### src/include/pwsfsm_pkg.sv
// shared constants and state codes of the power, wake and sleep sequencer
package pwsfsm_pkg;
  // system clock period, 200 MHz
  localparam int CLK_PERIOD_PS = 5000;
  // counter width, wide enough for the longest settle and the refresh interval
  localparam int CNT_W = 20;
  // slow rc cycles of synchronisation after a hibernation wake
  localparam logic [CNT_W-1:0] SYNC_SLOW_CYC = 20'h00003;
  // low power rc cycles spent in the wake-up controller
  localparam logic [CNT_W-1:0] WAKE_CTRL_LP_CYC = 20'h00007;
  // low power rc cycles from timer interrupt to woken-up flag
  localparam logic [CNT_W-1:0] TIMER_WAKE_LP_CYC = 20'h00006;
  // 3.5 low power rc cycles, counted as seven half cycles
  localparam logic [CNT_W-1:0] SWITCH_LP_HALF = 20'h00007;
  // one refresh interval count is 64 slow rc cycles
  localparam int REFRESH_LSB_SHIFT = 6;
  // default width of the refresh interval field
  localparam int REFRESH_W = 8;
  // analog settle times in ns; chosen so the hibernation wake totals about 180 us
  localparam int BG_SETTLE_NS = 40000;
  localparam int LDO_SETTLE_NS = 46000;
  // rail ramp on a sleep wake; with 7 + 3.5 low power cycles the total is about 865 us
  localparam int RAIL_SETTLE_NS = 165000;
  // bandgap refresh and brown-out check windows inside the sleep loop
  localparam int REFRESH_SETTLE_NS = 10000;
  localparam int BOD_CHECK_NS = 1000;
  // least times round up to whole clock cycles
  localparam int BG_SETTLE_CYC = (BG_SETTLE_NS * 1000 + CLK_PERIOD_PS - 1) / CLK_PERIOD_PS;
  localparam int LDO_SETTLE_CYC = (LDO_SETTLE_NS * 1000 + CLK_PERIOD_PS - 1) / CLK_PERIOD_PS;
  localparam int RAIL_SETTLE_CYC = (RAIL_SETTLE_NS * 1000 + CLK_PERIOD_PS - 1) / CLK_PERIOD_PS;
  localparam int REFRESH_SETTLE_CYC = (REFRESH_SETTLE_NS * 1000 + CLK_PERIOD_PS - 1) / CLK_PERIOD_PS;
  localparam int BOD_CHECK_CYC = (BOD_CHECK_NS * 1000 + CLK_PERIOD_PS - 1) / CLK_PERIOD_PS;
  // sequencer states
  typedef enum logic [3:0] {
    ST_SYNC = 4'h0,
    ST_BG_ON = 4'h1,
    ST_LDO_ON = 4'h2,
    ST_RUN = 4'h3,
    ST_SLEEP = 4'h4,
    ST_REFRESH = 4'h5,
    ST_BOD_CHECK = 4'h6,
    ST_WAKE_CTRL = 4'h7,
    ST_TIMER_WAKE = 4'h8,
    ST_RAILS = 4'h9,
    ST_SWITCH = 4'ha,
    ST_HIBERNATE = 4'hb
  } pwsfsm_state_t;
endpackage : pwsfsm_pkg

### src/pwsfsm_top.sv
// power-up, wake-up, go-to-sleep and bandgap refresh sequencer
`timescale 1ns/1ps
// How it works
// - hibernation exits only on designated wake pins
// - at least 3 slow rc cycles sync first
// - bandgap and fast clock, regulator, then reset release
// - hibernation wake totals about 180 us
// - gpio sleep wake totals about 865 us
// - retained ram runs application after a sleep wake, otherwise boot code
// - wake controller takes 7 low power cycles
// - clock switch takes 3.5 low power cycles
// - timer wake raises flag after 6 cycles
// - sleep gates blocks and holds reference voltages
// - refresh: bandgap on, refresh, brown-out check, resleep
// - refresh loop repeats in hardware until wake
// - refresh interval count equals 64 slow cycles
// - hibernation wakes only from five port pins
module pwsfsm_top #(
  parameter int REFRESH_W = pwsfsm_pkg::REFRESH_W,
  parameter int BG_SETTLE_CYC = pwsfsm_pkg::BG_SETTLE_CYC,
  parameter int LDO_SETTLE_CYC = pwsfsm_pkg::LDO_SETTLE_CYC,
  parameter int RAIL_SETTLE_CYC = pwsfsm_pkg::RAIL_SETTLE_CYC
) (
  input wire logic clk_sys_i,
  input wire logic sys_rst_i,
  input wire logic slow_rc_osc_i,
  input wire logic low_power_rc_clock_i,
  input wire logic [4:0] hib_wake_pin_i,
  input wire logic gpio_wake_i,
  input wire logic timer_irq_i,
  input wire logic sleep_req_i,
  input wire logic hibernate_sel_i,
  input wire logic ram_retained_i,
  input wire logic [REFRESH_W-1:0] refresh_interval_field_i,
  input wire logic supply_ok_i,
  output logic bandgap_en_o,
  output logic core_regulator_en_o,
  output logic fast_rc_osc_sel_o,
  output logic sys_reset_o,
  output logic voltage_hold_o,
  output logic power_gate_o,
  output logic woken_up_flag_o,
  output logic run_app_o,
  output logic run_boot_o,
  output logic [3:0] state_o
);

  ////////////////////////////////////////////////////////////////////////////
  // declarations
  ////////////////////////////////////////////////////////////////////////////
  localparam int CW = pwsfsm_pkg::CNT_W;
  // settle counts at counter width
  localparam logic [CW-1:0] BG_CNT = CW'(BG_SETTLE_CYC);
  localparam logic [CW-1:0] LDO_CNT = CW'(LDO_SETTLE_CYC);
  localparam logic [CW-1:0] RAIL_CNT = CW'(RAIL_SETTLE_CYC);
  localparam logic [CW-1:0] REFR_CNT = CW'(pwsfsm_pkg::REFRESH_SETTLE_CYC);
  localparam logic [CW-1:0] BOD_CNT = CW'(pwsfsm_pkg::BOD_CHECK_CYC);

  pwsfsm_pkg::pwsfsm_state_t state_ff; // current sequencer state
  pwsfsm_pkg::pwsfsm_state_t nxt_state; // next sequencer state
  logic [CW-1:0] cnt_ff; // per-state event or cycle counter
  logic slow_prev_ff; // previous slow rc level
  logic lp_prev_ff; // previous low power rc level
  logic app_mode_ff; // 1: resume application, 0: run boot code
  logic slow_rise; // slow rc rising edge seen this cycle
  logic lp_rise; // low power rc rising edge
  logic lp_edge; // either edge of the low power rc clock
  logic cnt_evt; // the counter advances this cycle
  logic [CW-1:0] refresh_limit; // sleep length in slow rc cycles

  ////////////////////////////////////////////////////////////////////////////
  // slow clock edge detection
  ////////////////////////////////////////////////////////////////////////////
  // the slow clocks are sampled as plain synchronous inputs
  always_ff @(posedge clk_sys_i) begin
    if (sys_rst_i) begin
      // track the live level in reset, so a clock high at release is not taken as an edge
      slow_prev_ff <= slow_rc_osc_i;
      lp_prev_ff <= low_power_rc_clock_i;
    end else begin
      slow_prev_ff <= slow_rc_osc_i;
      lp_prev_ff <= low_power_rc_clock_i;
    end
  end

  assign slow_rise = slow_rc_osc_i & ~slow_prev_ff;
  assign lp_rise = low_power_rc_clock_i & ~lp_prev_ff;
  assign lp_edge = low_power_rc_clock_i ^ lp_prev_ff;

  assign refresh_limit = CW'({refresh_interval_field_i, {pwsfsm_pkg::REFRESH_LSB_SHIFT{1'b0}}});

  ////////////////////////////////////////////////////////////////////////////
  // counter event select
  ////////////////////////////////////////////////////////////////////////////
  // each state counts its own kind of event
  always_comb begin
    unique case (state_ff)
      // synchronisation and the refresh timer run on slow rc edges
      pwsfsm_pkg::ST_SYNC,
      pwsfsm_pkg::ST_SLEEP: cnt_evt = slow_rise;
      // wake controller and timer path count low power rc cycles
      pwsfsm_pkg::ST_WAKE_CTRL,
      pwsfsm_pkg::ST_TIMER_WAKE: cnt_evt = lp_rise;
      // half cycles give the 3.5 cycle switch
      pwsfsm_pkg::ST_SWITCH: cnt_evt = lp_edge;
      // no clock runs in hibernation, and run waits on no count
      pwsfsm_pkg::ST_HIBERNATE,
      pwsfsm_pkg::ST_RUN: cnt_evt = 1'b0;
      // analog settle windows count system clocks
      default: cnt_evt = 1'b1;
    endcase
  end

  ////////////////////////////////////////////////////////////////////////////
  // next state
  ////////////////////////////////////////////////////////////////////////////
  always_comb begin
    nxt_state = state_ff;
    unique case (state_ff)
      pwsfsm_pkg::ST_SYNC: begin
        if (cnt_ff >= pwsfsm_pkg::SYNC_SLOW_CYC) begin
          nxt_state = pwsfsm_pkg::ST_BG_ON;
        end
      end
      pwsfsm_pkg::ST_BG_ON: begin
        if (cnt_ff >= BG_CNT) begin
          nxt_state = pwsfsm_pkg::ST_LDO_ON;
        end
      end
      pwsfsm_pkg::ST_LDO_ON: begin
        if (cnt_ff >= LDO_CNT) begin
          nxt_state = pwsfsm_pkg::ST_RUN;
        end
      end
      // running; software asks for a low power mode
      pwsfsm_pkg::ST_RUN: begin
        if (sleep_req_i) begin
          nxt_state = hibernate_sel_i ? pwsfsm_pkg::ST_HIBERNATE : pwsfsm_pkg::ST_SLEEP;
        end
      end
      pwsfsm_pkg::ST_HIBERNATE: begin
        if (|hib_wake_pin_i) begin
          nxt_state = pwsfsm_pkg::ST_SYNC;
        end
      end
      // wake events beat the refresh timer
      pwsfsm_pkg::ST_SLEEP: begin
        if (gpio_wake_i) begin
          nxt_state = pwsfsm_pkg::ST_WAKE_CTRL;
        end else if (timer_irq_i) begin
          nxt_state = pwsfsm_pkg::ST_TIMER_WAKE;
        end else if (cnt_ff >= refresh_limit) begin
          nxt_state = pwsfsm_pkg::ST_REFRESH;
        end
      end
      pwsfsm_pkg::ST_REFRESH: begin
        if (cnt_ff >= REFR_CNT) begin
          nxt_state = pwsfsm_pkg::ST_BOD_CHECK;
        end
      end
      pwsfsm_pkg::ST_BOD_CHECK: begin
        if (cnt_ff >= BOD_CNT) begin
          if (!supply_ok_i) begin
            nxt_state = pwsfsm_pkg::ST_SYNC;
          end else if (gpio_wake_i) begin
            nxt_state = pwsfsm_pkg::ST_WAKE_CTRL;
          end else if (timer_irq_i) begin
            nxt_state = pwsfsm_pkg::ST_TIMER_WAKE;
          end else begin
            nxt_state = pwsfsm_pkg::ST_SLEEP;
          end
        end
      end
      pwsfsm_pkg::ST_WAKE_CTRL: begin
        if (cnt_ff >= pwsfsm_pkg::WAKE_CTRL_LP_CYC) begin
          nxt_state = pwsfsm_pkg::ST_RAILS;
        end
      end
      pwsfsm_pkg::ST_TIMER_WAKE: begin
        if (cnt_ff >= pwsfsm_pkg::TIMER_WAKE_LP_CYC) begin
          nxt_state = pwsfsm_pkg::ST_RAILS;
        end
      end
      pwsfsm_pkg::ST_RAILS: begin
        if (cnt_ff >= RAIL_CNT) begin
          nxt_state = pwsfsm_pkg::ST_SWITCH;
        end
      end
      pwsfsm_pkg::ST_SWITCH: begin
        if (cnt_ff >= pwsfsm_pkg::SWITCH_LP_HALF) begin
          nxt_state = pwsfsm_pkg::ST_RUN;
        end
      end
      // unused codes recover through a full power-up
      default: nxt_state = pwsfsm_pkg::ST_SYNC;
    endcase
  end

  ////////////////////////////////////////////////////////////////////////////
  // state and counter
  ////////////////////////////////////////////////////////////////////////////
  // reset behaves as a power-on: full sequence from synchronisation
  always_ff @(posedge clk_sys_i) begin
    if (sys_rst_i) begin
      state_ff <= pwsfsm_pkg::ST_SYNC;
    end else begin
      state_ff <= nxt_state;
    end
  end

  // counter restarts on every state change, so each window is measured alone
  always_ff @(posedge clk_sys_i) begin
    if (sys_rst_i) begin
      cnt_ff <= '0;
    end else if (nxt_state != state_ff) begin
      cnt_ff <= '0;
    end else if (cnt_evt && cnt_ff != '1) begin
      cnt_ff <= cnt_ff + 1'b1;
    end
  end

  ////////////////////////////////////////////////////////////////////////////
  // resume target
  ////////////////////////////////////////////////////////////////////////////
  // choose application or boot
  always_ff @(posedge clk_sys_i) begin
    if (sys_rst_i) begin
      app_mode_ff <= 1'b0;
    end else if (nxt_state == pwsfsm_pkg::ST_SYNC) begin
      // power-up and hibernation always go through boot code
      app_mode_ff <= 1'b0;
    end else if (state_ff == pwsfsm_pkg::ST_RUN && nxt_state == pwsfsm_pkg::ST_SLEEP) begin
      // retention is latched on the way down; it cannot be re-read asleep
      app_mode_ff <= ram_retained_i;
    end
  end

  ////////////////////////////////////////////////////////////////////////////
  // power and clock controls
  ////////////////////////////////////////////////////////////////////////////
  // decoded from the next state so every output is a flop
  always_ff @(posedge clk_sys_i) begin
    if (sys_rst_i) begin
      bandgap_en_o <= 1'b0;
      core_regulator_en_o <= 1'b0;
      fast_rc_osc_sel_o <= 1'b0;
      sys_reset_o <= 1'b1;
      state_o <= 4'h0;
    end else begin
      bandgap_en_o <= nxt_state inside {pwsfsm_pkg::ST_BG_ON, pwsfsm_pkg::ST_LDO_ON, pwsfsm_pkg::ST_RUN,
                                        pwsfsm_pkg::ST_REFRESH, pwsfsm_pkg::ST_BOD_CHECK,
                                        pwsfsm_pkg::ST_RAILS, pwsfsm_pkg::ST_SWITCH};
      core_regulator_en_o <= nxt_state inside {pwsfsm_pkg::ST_LDO_ON, pwsfsm_pkg::ST_RUN,
                                               pwsfsm_pkg::ST_RAILS, pwsfsm_pkg::ST_SWITCH};
      fast_rc_osc_sel_o <= nxt_state inside {pwsfsm_pkg::ST_BG_ON, pwsfsm_pkg::ST_LDO_ON, pwsfsm_pkg::ST_RUN};
      sys_reset_o <= (nxt_state != pwsfsm_pkg::ST_RUN);
      state_o <= nxt_state;
    end
  end

  always_ff @(posedge clk_sys_i) begin
    if (sys_rst_i) begin
      voltage_hold_o <= 1'b0;
      power_gate_o <= 1'b0;
    end else begin
      // held voltages are released whenever the bandgap is on, and held in sleep, hibernation and the wake waits
      voltage_hold_o <= nxt_state inside {pwsfsm_pkg::ST_SLEEP, pwsfsm_pkg::ST_WAKE_CTRL,
                                          pwsfsm_pkg::ST_TIMER_WAKE, pwsfsm_pkg::ST_HIBERNATE};
      power_gate_o <= nxt_state inside {pwsfsm_pkg::ST_SLEEP, pwsfsm_pkg::ST_REFRESH,
                                        pwsfsm_pkg::ST_BOD_CHECK, pwsfsm_pkg::ST_WAKE_CTRL,
                                        pwsfsm_pkg::ST_TIMER_WAKE, pwsfsm_pkg::ST_HIBERNATE};
    end
  end

  ////////////////////////////////////////////////////////////////////////////
  // wake status and software start
  ////////////////////////////////////////////////////////////////////////////
  // woken-up flag
  always_ff @(posedge clk_sys_i) begin
    if (sys_rst_i) begin
      woken_up_flag_o <= 1'b0;
    end else if (nxt_state == pwsfsm_pkg::ST_RAILS) begin
      // set on leaving the wake controller or timer wait
      woken_up_flag_o <= 1'b1;
    end else if (nxt_state inside {pwsfsm_pkg::ST_SLEEP, pwsfsm_pkg::ST_HIBERNATE, pwsfsm_pkg::ST_SYNC}) begin
      woken_up_flag_o <= 1'b0;
    end
  end

  always_ff @(posedge clk_sys_i) begin
    if (sys_rst_i) begin
      run_app_o <= 1'b0;
      run_boot_o <= 1'b0;
    end else begin
      run_app_o <= (nxt_state == pwsfsm_pkg::ST_RUN) && app_mode_ff;
      run_boot_o <= (nxt_state == pwsfsm_pkg::ST_RUN) && !app_mode_ff;
    end
  end

endmodule : pwsfsm_top

### config.mk
export PLATFORM = sky130hd
export DESIGN_NAME = pwsfsm_top
export DESIGN_NICKNAME = d
export VERILOG_FILES = /design/src/include/pwsfsm_pkg.sv /design/src/pwsfsm_top.sv
export SDC_FILE = /design/constraint.sdc
export NUM_CORES = 1
export LEC_CHECK = 0
export BUFFER_PORTS_ARGS = -buffer_cell sky130_fd_sc_hd__buf_4
export CELL_PAD_IN_SITES_DETAIL_PLACEMENT = 1
export CELL_PAD_IN_SITES_GLOBAL_PLACEMENT = 1
export CORE_MARGIN = 2
export CORE_UTILIZATION = 35
export CTS_CLUSTER_SIZE = 40
export DETAILED_ROUTE_END_ITERATION = 6
export PLACE_DENSITY = 0.68
export SLEW_MARGIN = 20
export SYNTH_ARGS = -nofsm -noshare
export SYNTH_HDL_FRONTEND = slang
export SYNTH_SLANG_ARGS = --single-unit
### constraint.sdc
create_clock -name clk_sys_i -period 7.2 [get_ports clk_sys_i]
set_clock_uncertainty 0.05 [all_clocks]
set_input_delay 1.44 -clock clk_sys_i [delete_from_list [all_inputs] [get_ports clk_sys_i]]
set_output_delay 1.44 -clock clk_sys_i [all_outputs]
set_load 0.02 [all_outputs]
* Yosys cells after proc, flatten, opt, wreduce, memory -nomap -nowiden
Index checks and enable logic that the tools add are counted.
** Cells by class
- Add/subtract/negate cells :: 1
- $mul :: 0
- Div/mod/pow operators :: 0
- $lt $le $gt $ge :: 9
- Eq/ne operators :: 25
- Shift-type cells :: 0
- Multiplexer cells :: 22
- Bitwise logic cells :: 5
- Reduce and logical (&&, ||, !) cells :: 20
** Operators by type and width (count)
- $mux 4 :: 18
- $pmux 4 s12 :: 1
- $ge 20x3->1 const B :: 2
- $eq 4x3->1 const B :: 8
- $eq 4x4->1 const B :: 8
- $add 20x1->20 const B :: 1
- $ge 20x11->1 const B :: 1
- $ge 20x13->1 const B :: 1
- $ge 20x14->1 :: 1
- $ge 20x14->1 const B :: 1
- $ge 20x16->1 const B :: 1
- $ge 20x2->1 const B :: 1
- $ge 20x8->1 const B :: 1
- $ne 20x20->1 const B :: 1
- $eq 4x2->1 const B :: 4
- $reduce_or 2->1 :: 5
- $eq 4x1->1 const B :: 2
- $logic_not 4->1 :: 2
- $reduce_bool 4->1 :: 2
- $reduce_bool 7->1 :: 1
- $reduce_bool 3->1 :: 2
- $reduce_bool 6->1 :: 1
- $reduce_or 5->1 :: 1
- $logic_and 1x1->1 :: 4
- other kinds (9) :: 12
** Storage, ports and cells
- Register bits after elaboration :: 36
- Bits in latches :: 0
- RAM bits :: 0
- ROM bits :: 0
- Bits of input ports :: 23
- Output and inout port bits :: 13
- Logic and storage cells :: 96
- Memories :: 0

* Logic depth before layout (Yosys ltp)
Gate-level depths: netlist of run 1.
- Word-level depth :: 9
- Gate-level depth with buffers :: 10
- Mapped depth without buffers :: 9

* Worst setup path after synthesis of run 1
No wires, ideal clock.
- Path type :: in2reg
- Start point :: in refresh_interval_field_i[7]
- End point :: reg cnt_ff[0]
- Library setup time :: 0.141 ns
- Arrival :: 3.465 ns
- Required time :: 7.009 ns
- Setup slack :: 3.544 ns
- Stages :: 10
- Path buffers :: 1
- Cell sequence :: inv_1 ha_1 a2111oi_0 o41ai_1 a222oi_1 nand4_1 o31a_1 o211ai_2 buf_6 nor3_2
** Between the ends
- Word-level cells in the longest chain between the ends :: 7
** RTL lines
- from (decl) :: RTL line pwsfsm_top.sv:34 : input wire logic [REFRESH_W-1:0] refresh_interval_field_i,
- $ge 20x14->1 :: RTL line pwsfsm_top.sv:152 : end else if (cnt_ff >= refresh_limit) begin
- $mux 4 :: RTL line pwsfsm_top.sv:152
- $mux 4 :: RTL line pwsfsm_top.sv:150 : end else if (timer_irq_i) begin
- $mux 4 :: RTL line pwsfsm_top.sv:148 : if (gpio_wake_i) begin
- $pmux 4 s12 :: RTL line pwsfsm_top.sv:119 : unique case (state_ff)
- $ne 4x4->1 :: RTL line pwsfsm_top.sv:215 : end else if (nxt_state != state_ff) begin
- $reduce_or 2->1 (no source line)
- to (signal assigned) :: RTL line pwsfsm_top.sv:218 : cnt_ff <= cnt_ff + 1'b1;
- to (decl) :: RTL line pwsfsm_top.sv:61 : logic [CW-1:0] cnt_ff;
No other way between the ends.
A chain may end at the register's enable or synchronous reset.

* Worst setup path in the final report of run 1
- Start point :: in refresh_interval_field_i[7]
- End point :: reg cnt_ff[15]
Same word-level chain as after synthesis.

==> results of run 1 <==
cells in the mapped netlist (all sizes together), types with 2 or more instances:
| library cell | number | area, sq um |
|---|---|---|
| dfxtp | 36 | 721 |
| nor3 | 36 | 302 |
| nor2 | 21 | 78.8 |
| nand2 | 20 | 75.1 |
| inv | 19 | 71.3 |
| xnor2 | 16 | 148 |
| buf | 12 | 87.6 |
| ha | 11 | 138 |
| nor4 | 11 | 81.3 |
| nand4 | 10 | 68.8 |
| nand3 | 9 | 45.0 |
| a21oi | 8 | 43.8 |
| and2 | 7 | 43.8 |
| clkbuf | 7 | 27.5 |
| and3 | 6 | 37.5 |
| o21ai | 6 | 30.0 |
| or3 | 6 | 47.5 |
| nand2b | 5 | 31.3 |
| or4 | 5 | 45.0 |
| xor2 | 5 | 43.8 |
| a211oi | 4 | 30.0 |
| nor2b | 4 | 25.0 |
| o32ai | 4 | 35.0 |
| and4b | 3 | 30.0 |
| o2111ai | 3 | 26.3 |
| o211ai | 3 | 27.5 |
| a2111oi | 2 | 36.3 |
| a21boi | 2 | 15.0 |
| mux2i | 2 | 20.0 |
| nor4b | 2 | 17.5 |
| o311ai | 2 | 17.5 |
| o31a | 2 | 17.5 |
| or2 | 2 | 12.5 |
layout by cell type, fill, tap and decap left out, drive strengths merged, types with 3 or more instances in the layout:
master and count:
buf 38, dfxtp 36, nor3 36, nor2 21, nand2 20, inv 19, xnor2 16, ha 11
nor4 11, nand4 10, nand3 9, a21oi 8, and2 7, and3 6, o21ai 6, or3 6
nand2b 5, xor2 5, clkbuf 5, or4 5, nor2b 4, o32ai 4, a211oi 4, o2111ai 3
and4b 3, o211ai 3
per-layer routing:
metal | wire length [um] | global-route usage [%] | vias up
met5 | 0 | 0 | -
met4 | 126 | 6.15 | 0
met3 | 230 | 3.26 | 9
met2 | 3470 | 31.9 | 46
met1 | 3720 | 27.3 | 1209
li1 | - | - | 1185
sequential cells by signal, summed over array words and instances, names as in the netlist:
signal and count:
app_mode_ff 1, fast_rc_osc_sel_o 1, run_app_o 1, woken_up_flag_o 1, cnt_ff 20, sys_reset_o 1, slow_prev_ff 1, core_regulator_en_o 1
voltage_hold_o 1, power_gate_o 1, run_boot_o 1, bandgap_en_o 1, lp_prev_ff 1, state_o 4
final cells by class:
type                       instances  area, sq um
clock buffer                       5         68.8
clock inverter                     3         42.5
fill                             881         4220
inverter                          19         71.3
multi-input combinational        234         1720
sequential                        36          721
tap                               99          124
timing repair buffer              38          285
worst max path at each step:
stage                                startpoint    endpoint  slack (ns)  cells after the start
floorplan           refresh_interval_field_i[7]   cnt_ff[0]        3.54                     10
global placement    refresh_interval_field_i[7]  cnt_ff[13]        2.77                     11
detailed placement  refresh_interval_field_i[7]  cnt_ff[16]        2.67                     11
CTS                 refresh_interval_field_i[7]  cnt_ff[16]        2.91                     11
global route        refresh_interval_field_i[7]  cnt_ff[11]        2.64                     11
finish              refresh_interval_field_i[7]  cnt_ff[15]        2.95                     11
cells by family (layout without fill, tap and decap cells):
family,Yosys count,in the layout
simple gates,151,151
compound gates,49,49
buf+inv,38,65
flops,36,36
xor+xnor,21,21
fa+ha+maj,11,11
mux,2,2
metrics by stage:
stage | total power [W] | hold WS [ns] | area [sq um] | utilization [%] | instances
CTS | 0.000431 | 0.411 | 3040 | 41.8 | 434
detailed placement | 0.000246 | 0.393 | 2920 | 40.3 | 426
floorplan | 0.000230 | 0.363 | 2630 | - | 308
global route | 0.000445 | 0.432 | 3040 | 41.8 | 434
global placement | 0.000245 | 0.382 | 2920 | 40.3 | 426
finish | 0.000425 | 0.404 | 3040 | 41.8 | 434
worst register-to-register path: cells and delay by family, from the launching register on:
kind            cells  cell delay [ns]
compound gates      5             1.83
flops               1             0.47
simple gates        2             0.35
buf+inv             1             0.35
fa+ha+maj           1             0.30
power groups by stage:
stage	registers [W]	logic, W	clock network (W)
CTS	0.000203	0.0000385	0.000190
finish	0.000203	0.0000379	0.000184
global route	0.000204	0.0000427	0.000199
detailed placement	0.000208	0.0000382	0
global placement	0.000208	0.0000371	0
floorplan	0.000207	0.0000222	0
==> impl_metrics.toml, run 1 <==
[run_status]
status = "complete, no violations"

[logic_synthesis]
synth-compound-area-share_pct = 14.9
seq_area_frac_synth_pct = 27.4
synth_fa_ha_area_share_pct = 5.24
muxShareOfSynthArea_pct = 0.762
synth_cell_types = 65
synth_xor_area_share_pct = 7.29
synthSimpleGateAreaFrac_pct = 37.3
yosys_warnings = 0
synth_area_per_cell_sq_um = 8.53
synth_seq_cells = 36
synth.net_count = 342
synth_top_family_by_area = "simple AND/OR/NAND/NOR gates"
async_flop_share_pct = 0
syn_inst = 308
syn_area_sq_mm = 0.00263
synthFlopType = "dfxtp_1"
synth_edf_count = 0

[route]
drt-total-wl_mm = 7.54
vias = 2449
ant_nets = 0
wire_per_inst_um = 17.4
via_per_inst = 5.64
drtPass1Iterations = 4
drc = 0
drt-initial-drc-count = 119

[worst_setup_path]
regToRegSetupSlack_ns = 3.73
worstPathCellList = "buf_4 -> inv_1 -> ha_1 -> a2111oi_0 -> o41ai_1 -> a222oi_1 -> nand4_1 -> o31a_1 -> o211ai_2 -> buf_4 -> nor3_2"
crit_family = "compound AO/OA/AOI/OAI gates"
crit_path_max_fanout = 11
slowest_delay_ns = 0.58
worstPathArrival_ns = 4.37
rr_endpoint = "cnt_ff[15]"
cpMaxStageDelayCell = "o211ai_2"
critPathLaunchType = "input port"
cpMostUsedCell = "buf_4"
crit_type = "input port to flop"
r2r-start = "cnt_ff[13]"
end_kind = "flop"
required_ns = 7.32
worst-r2r-cell-count = 9
critPathBufInv = 3

[power_and_ir_drop]
ir_drop_mv = 0.0875
p_clk_share_pct = 43.3
comb_power_share_pct = 8.9
powerDensity_mw_per_mm2 = 140
p_int_w = 0.000321
share_seq_of_total_power_pct = 47.8
switching_power_w = 0.000104
cellLeakagePower_nw = 1.16
switching_share_pct = 24.5

[worst_hold_path]
holdCritPathClass = "flop to flop"
hold_path_end = "run_app_o"
min_path_cells = 2
worstHoldStart = "app_mode_ff"

[clock_network]
htreeDepth = 2
cts_tree = "built"
post-cts-setup-buffers = 0
cts_resized = 0
numCtsBuffers = 5
path_clk_slew_ns = 0.08
cts_root_buf = "clkbuf_8"
cts_sinks = 36
cts_buffer_depth = 2
insertion_delay_ns = 0.30
ctsHoldBuffers = 0

[sta]
fmaxAchievable_ghz = 0.235
finalHoldViolCount = 0
rsz0062_at_grt = "false"
period_needed_ns = 4.25
fin_setup_tns_ns = 0
max_slew.worst_pin.slew_ns = 0.829
maxSlewHeadroom_pct = 44.4
layout_setup_ws_ns = 2.95
finalCritPeriodShare_pct = 59.0
finalMaxSlewViolations = 0
setup_viol = 0

[floorplan]
dieWidth_um = 90.6
io-pin-count = 36
core_sq_mm = 0.00725
start_util_pct = 36.2
row_count = 31
dieArea_sq_mm = 0.00821
die_h_um = 90.6

[place]
dp_worst_setup_slack_ns = 2.67
gp_congestion = 0.846
hpwl_mm = 5.71
numPortBuffers = 35

[grt]
grt_start_max_net_pins = 23
antenna_found_initial = 0
grt_first_pass_wirelength_mm = 13.3
grt_pass1_vias = 2611
grt_overflow = 0
track_usage_pct = 19.9

[cells_and_area]
area_growth_pct = 15.6
layout-drive-gt1-share_pct = 24.5
num_antenna_cells = 0
fin_nets = 368

[run]
cap_violations = 0
Note: power is estimated with default switching activity, not from simulation.
==> inputs of run 2 (changes only) <==
--- a/config.mk
+++ b/config.mk
@@ -5,6 +5,7 @@
 export SDC_FILE = /design/constraint.sdc
 export NUM_CORES = 1
 export LEC_CHECK = 0
+export ABC_AREA = 1
 export BUFFER_PORTS_ARGS = -buffer_cell sky130_fd_sc_hd__buf_4
 export CELL_PAD_IN_SITES_DETAIL_PLACEMENT = 1
 export CELL_PAD_IN_SITES_GLOBAL_PLACEMENT = 1
@@ -12,7 +13,7 @@
 export CORE_UTILIZATION = 35
 export CTS_CLUSTER_SIZE = 40
 export DETAILED_ROUTE_END_ITERATION = 6
-export PLACE_DENSITY = 0.68
+export PLACE_DENSITY = 0.74
 export SLEW_MARGIN = 20
 export SYNTH_ARGS = -nofsm -noshare
 export SYNTH_HDL_FRONTEND = slang
==> constraint.sdc (replaced) <==
create_clock -name clk_sys_i -period 3.7 [get_ports clk_sys_i]
set_clock_uncertainty 0.05 [all_clocks]
set_input_delay 0.74 -clock clk_sys_i [delete_from_list [all_inputs] [get_ports clk_sys_i]]
set_output_delay 0.74 -clock clk_sys_i [all_outputs]
set_load 0.02 [all_outputs]
==> run 2 against run 1 <==
  * Final area is 4.9% higher
  * Sequential cell count stayed put
  * Clock power is 52% higher
  * Synthesized cell count is 40% higher
  * Non-clock buffer count is 3 lower
  * Critical endpoint is now cnt_ff[10]
  * Largest power group unchanged
==> impl_metrics.toml, run 2 <==
[floorplan]
row_count = 32
io-pin-count = 36
dieArea_sq_mm = 0.00856
core_sq_mm = 0.00765
dieWidth_um = 92.5
die_h_um = 92.5
start_util_pct = 35.8

[cells_and_area]
layout-drive-gt1-share_pct = 21.2
top_register = "cnt_ff"
final_common_cell = "nand2_1"
fin_nets = 505
seq_area_sq_um = 721
reg_top3 = "cnt_ff: 20 flops, state_o: 4 flops"
largest_reg_flops = 20
area_growth_pct = 16.1
multiInputGateArea_sq_mm = 0.00168
num_antenna_cells = 0
final_cell_mix = "nand2_1 (100), inv_1 (80), nor2_1 (71)"
final_cells = 573
fillers = 1040

[clock_network]
insertion_delay_ns = 0.29
cts_resized = 0
post-cts-setup-buffers = 0
ctsHoldBuffers = 0
numCtsBuffers = 5
cts_tree = "built"
cts_buffer_depth = 2
htreeDepth = 2
cts_root_buf = "clkbuf_8"
cts_sinks = 36
path_clk_slew_ns = 0.08

[sta]
max_slew.worst_pin.slew_ns = 0.610
finalMaxSlewViolations = 0
period_needed_ns = 2.62
finalHoldViolCount = 0
rsz0062_at_grt = "false"
fin_setup_tns_ns = 0
setup_viol = 0
maxSlewHeadroom_pct = 59.2
fmaxAchievable_ghz = 0.382
layout_setup_ws_ns = 1.08
finalCritPeriodShare_pct = 70.8

[route]
drc = 0
ant_nets = 0
vias = 2647
drt-initial-drc-count = 82
wire_per_inst_um = 12.7
drt-total-wl_mm = 7.27
via_per_inst = 4.62
drtPass1Iterations = 5

[grt]
grt_overflow = 0
grt_first_pass_wirelength_mm = 12.6
grt_pass1_vias = 2724
antenna_found_initial = 0
grt_start_max_net_pins = 21
track_usage_pct = 18.4

[place]
dpl.cell_count = 566
dp_worst_setup_slack_ns = 0.769
gp_congestion = 0.859
numPortBuffers = 35
hpwl_mm = 5.98

[worst_hold_path]
holdCritPathClass = "flop to flop"
min_path_cells = 1
worstHoldStart = "app_mode_ff"
hold_path_end = "run_boot_o"

[worst_setup_path]
worstPathArrival_ns = 2.79
critPathLaunchType = "input port"
crit_path_max_fanout = 20
r2r-start = "state_o[3]"
crit_type = "input port to flop"
rr_endpoint = "cnt_ff[10]"
end_kind = "flop"
worst-r2r-cell-count = 13
regToRegSetupSlack_ns = 1.10
required_ns = 3.87

[logic_synthesis]
async_flop_share_pct = 0
seq_area_frac_synth_pct = 26.3
synth_fa_ha_area_share_pct = 5.02
synthTopCellsByArea = "dfxtp_1 (26%), nand2_1 (14%), inv_1 (11%)"
synth.net_count = 466
synthFlopType = "dfxtp_1"
synth_cell_types = 33
synth-compound-area-share_pct = 3.70
synth_xor_area_share_pct = 6.39
synthSimpleGateAreaFrac_pct = 46.1
synth_edf_count = 0
yosysTopAreaCellShare_pct = 26.3
synth_top_family_by_area = "simple AND/OR/NAND/NOR gates"
synth_most_common_cell = "nand2_1"
syn_area_sq_mm = 0.00274
synth_seq_cells = 36
synth.top_cells.by_count = "nand2_1 (100), inv_1 (80), nor2_1 (71), dfxtp_1 (36), nor2_2 (34)"
syn_inst = 432
yosys.area.top_type = "dfxtp_1"
yosys_warnings = 0
synth_area_per_cell_sq_um = 6.35
muxShareOfSynthArea_pct = 0

[power_and_ir_drop]
powerDensity_mw_per_mm2 = 234
power_w = 0.000744
ir_drop_mv = 0.145
cellLeakagePower_nw = 1.55

[run_status]
status = "complete, no violations"

[run]
cap_violations = 0
==> run 2: changes by cell type after synthesis, sizes merged, moves of 7 or more <==
cell / change
xor2: +10
nor2: +88
nand3: +11
buf: -9
nor4: -11
nand2: +88
xnor2: -11
clkbuf: -7
inv: +63
and2: -7
nor3: -25
==> run 2: critical path, cell delays in order <==
cell     delay, ns
buf_4         0.08
inv_1         0.03
ha_1          0.32
nand2_1       0.07
nand2_1       0.04
nor2_1        0.08
nand3_1       0.09
nor2_2        0.18
nand3_1       0.10
nand2_1       0.07
nand2_1       0.10
nand2_4       0.13
o22ai_2       0.08
nor2_2        0.12
nand2_2       0.34
nor2_2        0.20
==> run 2: final cells by class <==
| cell class | count | share of cell area [%] |
|---|---|---|
| Clock inverter | 2 | 0.393 |
| Sequential cell | 36 | 22.6 |
| Inverter | 83 | 9.83 |
| Clock buffer | 5 | 2.16 |
| Timing Repair Buffer | 35 | 8.25 |
| Multi-Input combinational cell | 310 | 52.7 |
| Tap cell | 102 | 4.01 |
==> run 2: routing by layer <==
layer  track usage [%]  wire length, um  vias to the layer above
met5                 0                0                        -
met4              5.10               92                        0
met3              2.69              149                        7
met2              32.2             3480                       27
met1              23.5             3540                     1227
li1                  -                -                     1386
==> run 2: how the worst max path moves through the flow <==
| stage | startpoint | to | slack [ns] | cells past startpoint |
|---|---|---|---|---|
| after CTS | state_o[3] | cnt_ff[10] | 1.04 | 13 |
| after global placement | refresh_interval_field_i[7] | cnt_ff[13] | 0.86 | 15 |
| after global routing | refresh_interval_field_i[7] | cnt_ff[0] | 0.77 | 16 |
| after floorplan | refresh_interval_field_i[7] | cnt_ff[14] | 1.36 | 15 |
| final | refresh_interval_field_i[7] | cnt_ff[10] | 1.08 | 16 |
| after detailed placement | refresh_interval_field_i[7] | cnt_ff[10] | 0.77 | 17 |
==> run 2: metrics by stage <==
stage	hold slack [ns]	instance area, sq um	util, %
after floorplan	0.363	2740	-
after global placement	0.377	3100	40.6
after detailed placement	0.389	3100	40.6
after CTS	0.402	3180	41.6
after global routing	0.432	3180	41.6
final	0.400	3180	41.6
==> run 2: kinds of logic after synthesis <==
kind of cell / Yosys count
AOI/OAI and AO/OA: 17
xor gates and xnor gates: 20
adders and majority gates: 11
buffers and inverters: 86
DFF: 36
and+or+nand+nor: 262
==> run 2: where the power goes <==
part	internal, W	switching (W)	total [W]
clock network	0.000128	0.000152	0.000280
registers	0.000391	0.00000285	0.000394
logic	0.0000304	0.0000400	0.0000703
==> inputs of run 3 (changes only) <==
--- a/config.mk
+++ b/config.mk
@@ -5,7 +5,7 @@
 export SDC_FILE = /design/constraint.sdc
 export NUM_CORES = 1
 export LEC_CHECK = 0
-export ABC_AREA = 1
+export ABC_AREA = 0
 export BUFFER_PORTS_ARGS = -buffer_cell sky130_fd_sc_hd__buf_4
 export CELL_PAD_IN_SITES_DETAIL_PLACEMENT = 1
 export CELL_PAD_IN_SITES_GLOBAL_PLACEMENT = 1
@@ -13,7 +13,7 @@
 export CORE_UTILIZATION = 35
 export CTS_CLUSTER_SIZE = 40
 export DETAILED_ROUTE_END_ITERATION = 6
-export PLACE_DENSITY = 0.74
+export PLACE_DENSITY = 0.7
 export SLEW_MARGIN = 20
 export SYNTH_ARGS = -nofsm -noshare
 export SYNTH_HDL_FRONTEND = slang
==> constraint.sdc (replaced) <==
create_clock -name clk_sys_i -period 2.4 [get_ports clk_sys_i]
set_clock_uncertainty 0.05 [all_clocks]
set_input_delay 0.48 -clock clk_sys_i [delete_from_list [all_inputs] [get_ports clk_sys_i]]
set_output_delay 0.48 -clock clk_sys_i [all_outputs]
set_load 0.02 [all_outputs]
==> run 3 against run 2 <==
  * The flow now finishes with violations (negative setup slack)
  * Critical path depth down 8
  * Sequential cell count is the same
  * Count of clock-buffer cells in the layout up 1
  * Global-route usage up 3.9 points
  * Register-to-register slack got worse by 1.4 ns
  * Cell count decreased by 10%
  * Via count grew 4.3%
  * Sequential share of layout area down 3.7 points
  * Hold slack lost 0.16 ns
  * Critical endpoint is now cnt_ff[9]
  * Largest power group unchanged
  * Highest routed layer unchanged
==> impl_metrics.toml, run 3 (same netlist as run 1, synthesis figures left out) <==
[run_status]
status = "finished with violations"
violations = "negative setup slack"

[route]
drtPass1Iterations = 4
drc = 0
via_per_inst = 5.37
drt-total-wl_mm = 9.01
wire_per_inst_um = 17.5
ant_nets = 0
vias = 2760
drt-initial-drc-count = 156

[floorplan]
row_count = 31
dieWidth_um = 90.6
die_h_um = 90.6
io-pin-count = 36
dieArea_sq_mm = 0.00821
start_util_pct = 36.2
core_sq_mm = 0.00725

[worst_setup_path]
required_ns = 2.53
setup.worst_path.start = "cnt_ff[16]"
r2r-start = "cnt_ff[16]"
crit_path_max_fanout = 20
worst-r2r-cell-count = 8
worstPathArrival_ns = 2.85
rr_endpoint = "cnt_ff[9]"
crit_type = "flop to flop"
critPathLaunchType = "flop"
regToRegSetupSlack_ns = -0.32
end_kind = "flop"

[clock_network]
path_clk_slew_ns = 0.09
cts_sinks = 36
htreeDepth = 2
numCtsBuffers = 5
insertion_delay_ns = 0.30
cts_root_buf = "clkbuf_8"
ctsHoldBuffers = 0
cts_tree = "built"
cts_buffer_depth = 2

[cells_and_area]
final_core_util_pct = 53.2
final_common_cell = "buf_4"
area_growth_pct = 47.0
layout-drive-gt1-share_pct = 45.8
top_register = "cnt_ff"
reg_top3 = "cnt_ff: 20 flops, state_o: 4 flops"
final_cells = 514
num_antenna_cells = 0
largest_reg_flops = 20
final_cell_mix = "buf_4 (112), dfxtp_1 (30), nor3_2 (24)"
fin_nets = 448
fillers = 857

[worst_hold_path]
worstHoldStart = "slow_rc_osc_i"
min_path_cells = 1
hold_path_end = "slow_prev_ff"
holdCritPathClass = "input port to flop"

[grt]
grt_pass1_vias = 2903
track_usage_pct = 22.3
grt_overflow = 0
antenna_found_initial = 0
grt_start_max_net_pins = 21
grt_first_pass_wirelength_mm = 14.8

[sta]
max_slew.worst_pin.slew_ns = 0.453
layout_setup_ws_ns = -0.318
holdWs_ns = 0.242
fmaxAchievable_ghz = 0.368
period_needed_ns = 2.72
setup_viol = 31
finalCritPeriodShare_pct = 113
finalHoldViolCount = 0
maxSlewHeadroom_pct = 69.6
rsz0062_at_grt = "true"
finalMaxSlewViolations = 0

[power_and_ir_drop]
p_int_w = 0.000914
p_clk_share_pct = 39.4
switching_power_w = 0.000338
share_seq_of_total_power_pct = 48.4
ir_drop_mv = 0.194
switching_share_pct = 27.0
comb_power_share_pct = 12.3
power_w = 0.00125
cellLeakagePower_nw = 1.57
powerDensity_mw_per_mm2 = 324

[place]
numPortBuffers = 35
hpwl_mm = 6.66
dpl.cell_count = 500
gp_congestion = 0.879

[run]
cap_violations = 0
run 3: how the worst max path moves through the flow:
| stage | to | depth (start not counted) |
|---|---|---|
| after floorplan | cnt_ff[0] | 10 |
| after global placement | cnt_ff[12] | 12 |
| after detailed placement | cnt_ff[17] | 12 |
| after CTS | cnt_ff[9] | 8 |
| after global routing | cnt_ff[9] | 8 |
| final | cnt_ff[9] | 8 |
run 3: area by class of cell:
type,count,area (sq um),share of cell area [%]
Tap cell,99,124,3.21
Multi-Input combinational cell,234,1900,49.3
Inverter,19,78.8,2.04
Clock buffer,6,82.6,2.14
Clock inverter,2,15.0,0.389
Sequential cell,36,733,19.0
Timing Repair Buffer,118,926,24.0
run 3: worst max-delay path, stage by stage, from the launching register on:
cell,delay (ns)
dfxtp_2,0.35
or4_4,0.54
or3_1,0.33
a222oi_1,0.31
nand4_1,0.18
o31a_1,0.34
o211ai_2,0.20
buf_12,0.23
nor3_2,0.06
run 3: power groups by stage:
stage / combinational (W) / sequential (W) / clock [W]
2_1_floorplan: 0.0000710 / 0.000622 / 0
6_report: 0.000154 / 0.000606 / 0.000493
3_3_place_gp: 0.000142 / 0.000622 / 0
5_1_grt: 0.000169 / 0.000607 / 0.000526
3_5_place_dp: 0.000147 / 0.000622 / 0
4_1_cts: 0.000151 / 0.000608 / 0.000499
run 3: routing by layer:
metal,vias to the layer above,track usage [%],share of wire [%]
met3,10,3.01,2.5
met1,1355,30.2,46
met4,0,6.41,1.6
met5,-,0,0
met2,39,37.0,50
li1,1356,-,-
run 3: through the flow:
stage	worst slack, ns	TNS, ns	cell area [sq um]
3_5_place_dp	-0.504	-13.40	3550
6_report	-0.318	-7.96	3860
2_1_floorplan	-0.178	-3.85	2670
4_1_cts	-0.266	-6.62	3790
5_1_grt	-0.423	-11.36	3860
3_3_place_gp	-0.416	-11.77	3550
run 3: repair_timing:
action,CTS,global route
buffers inserted,2,3
cloned,1,0
endpoints found under the setup margin,32,33
pin swaps,8,7
resized for setup,29,11
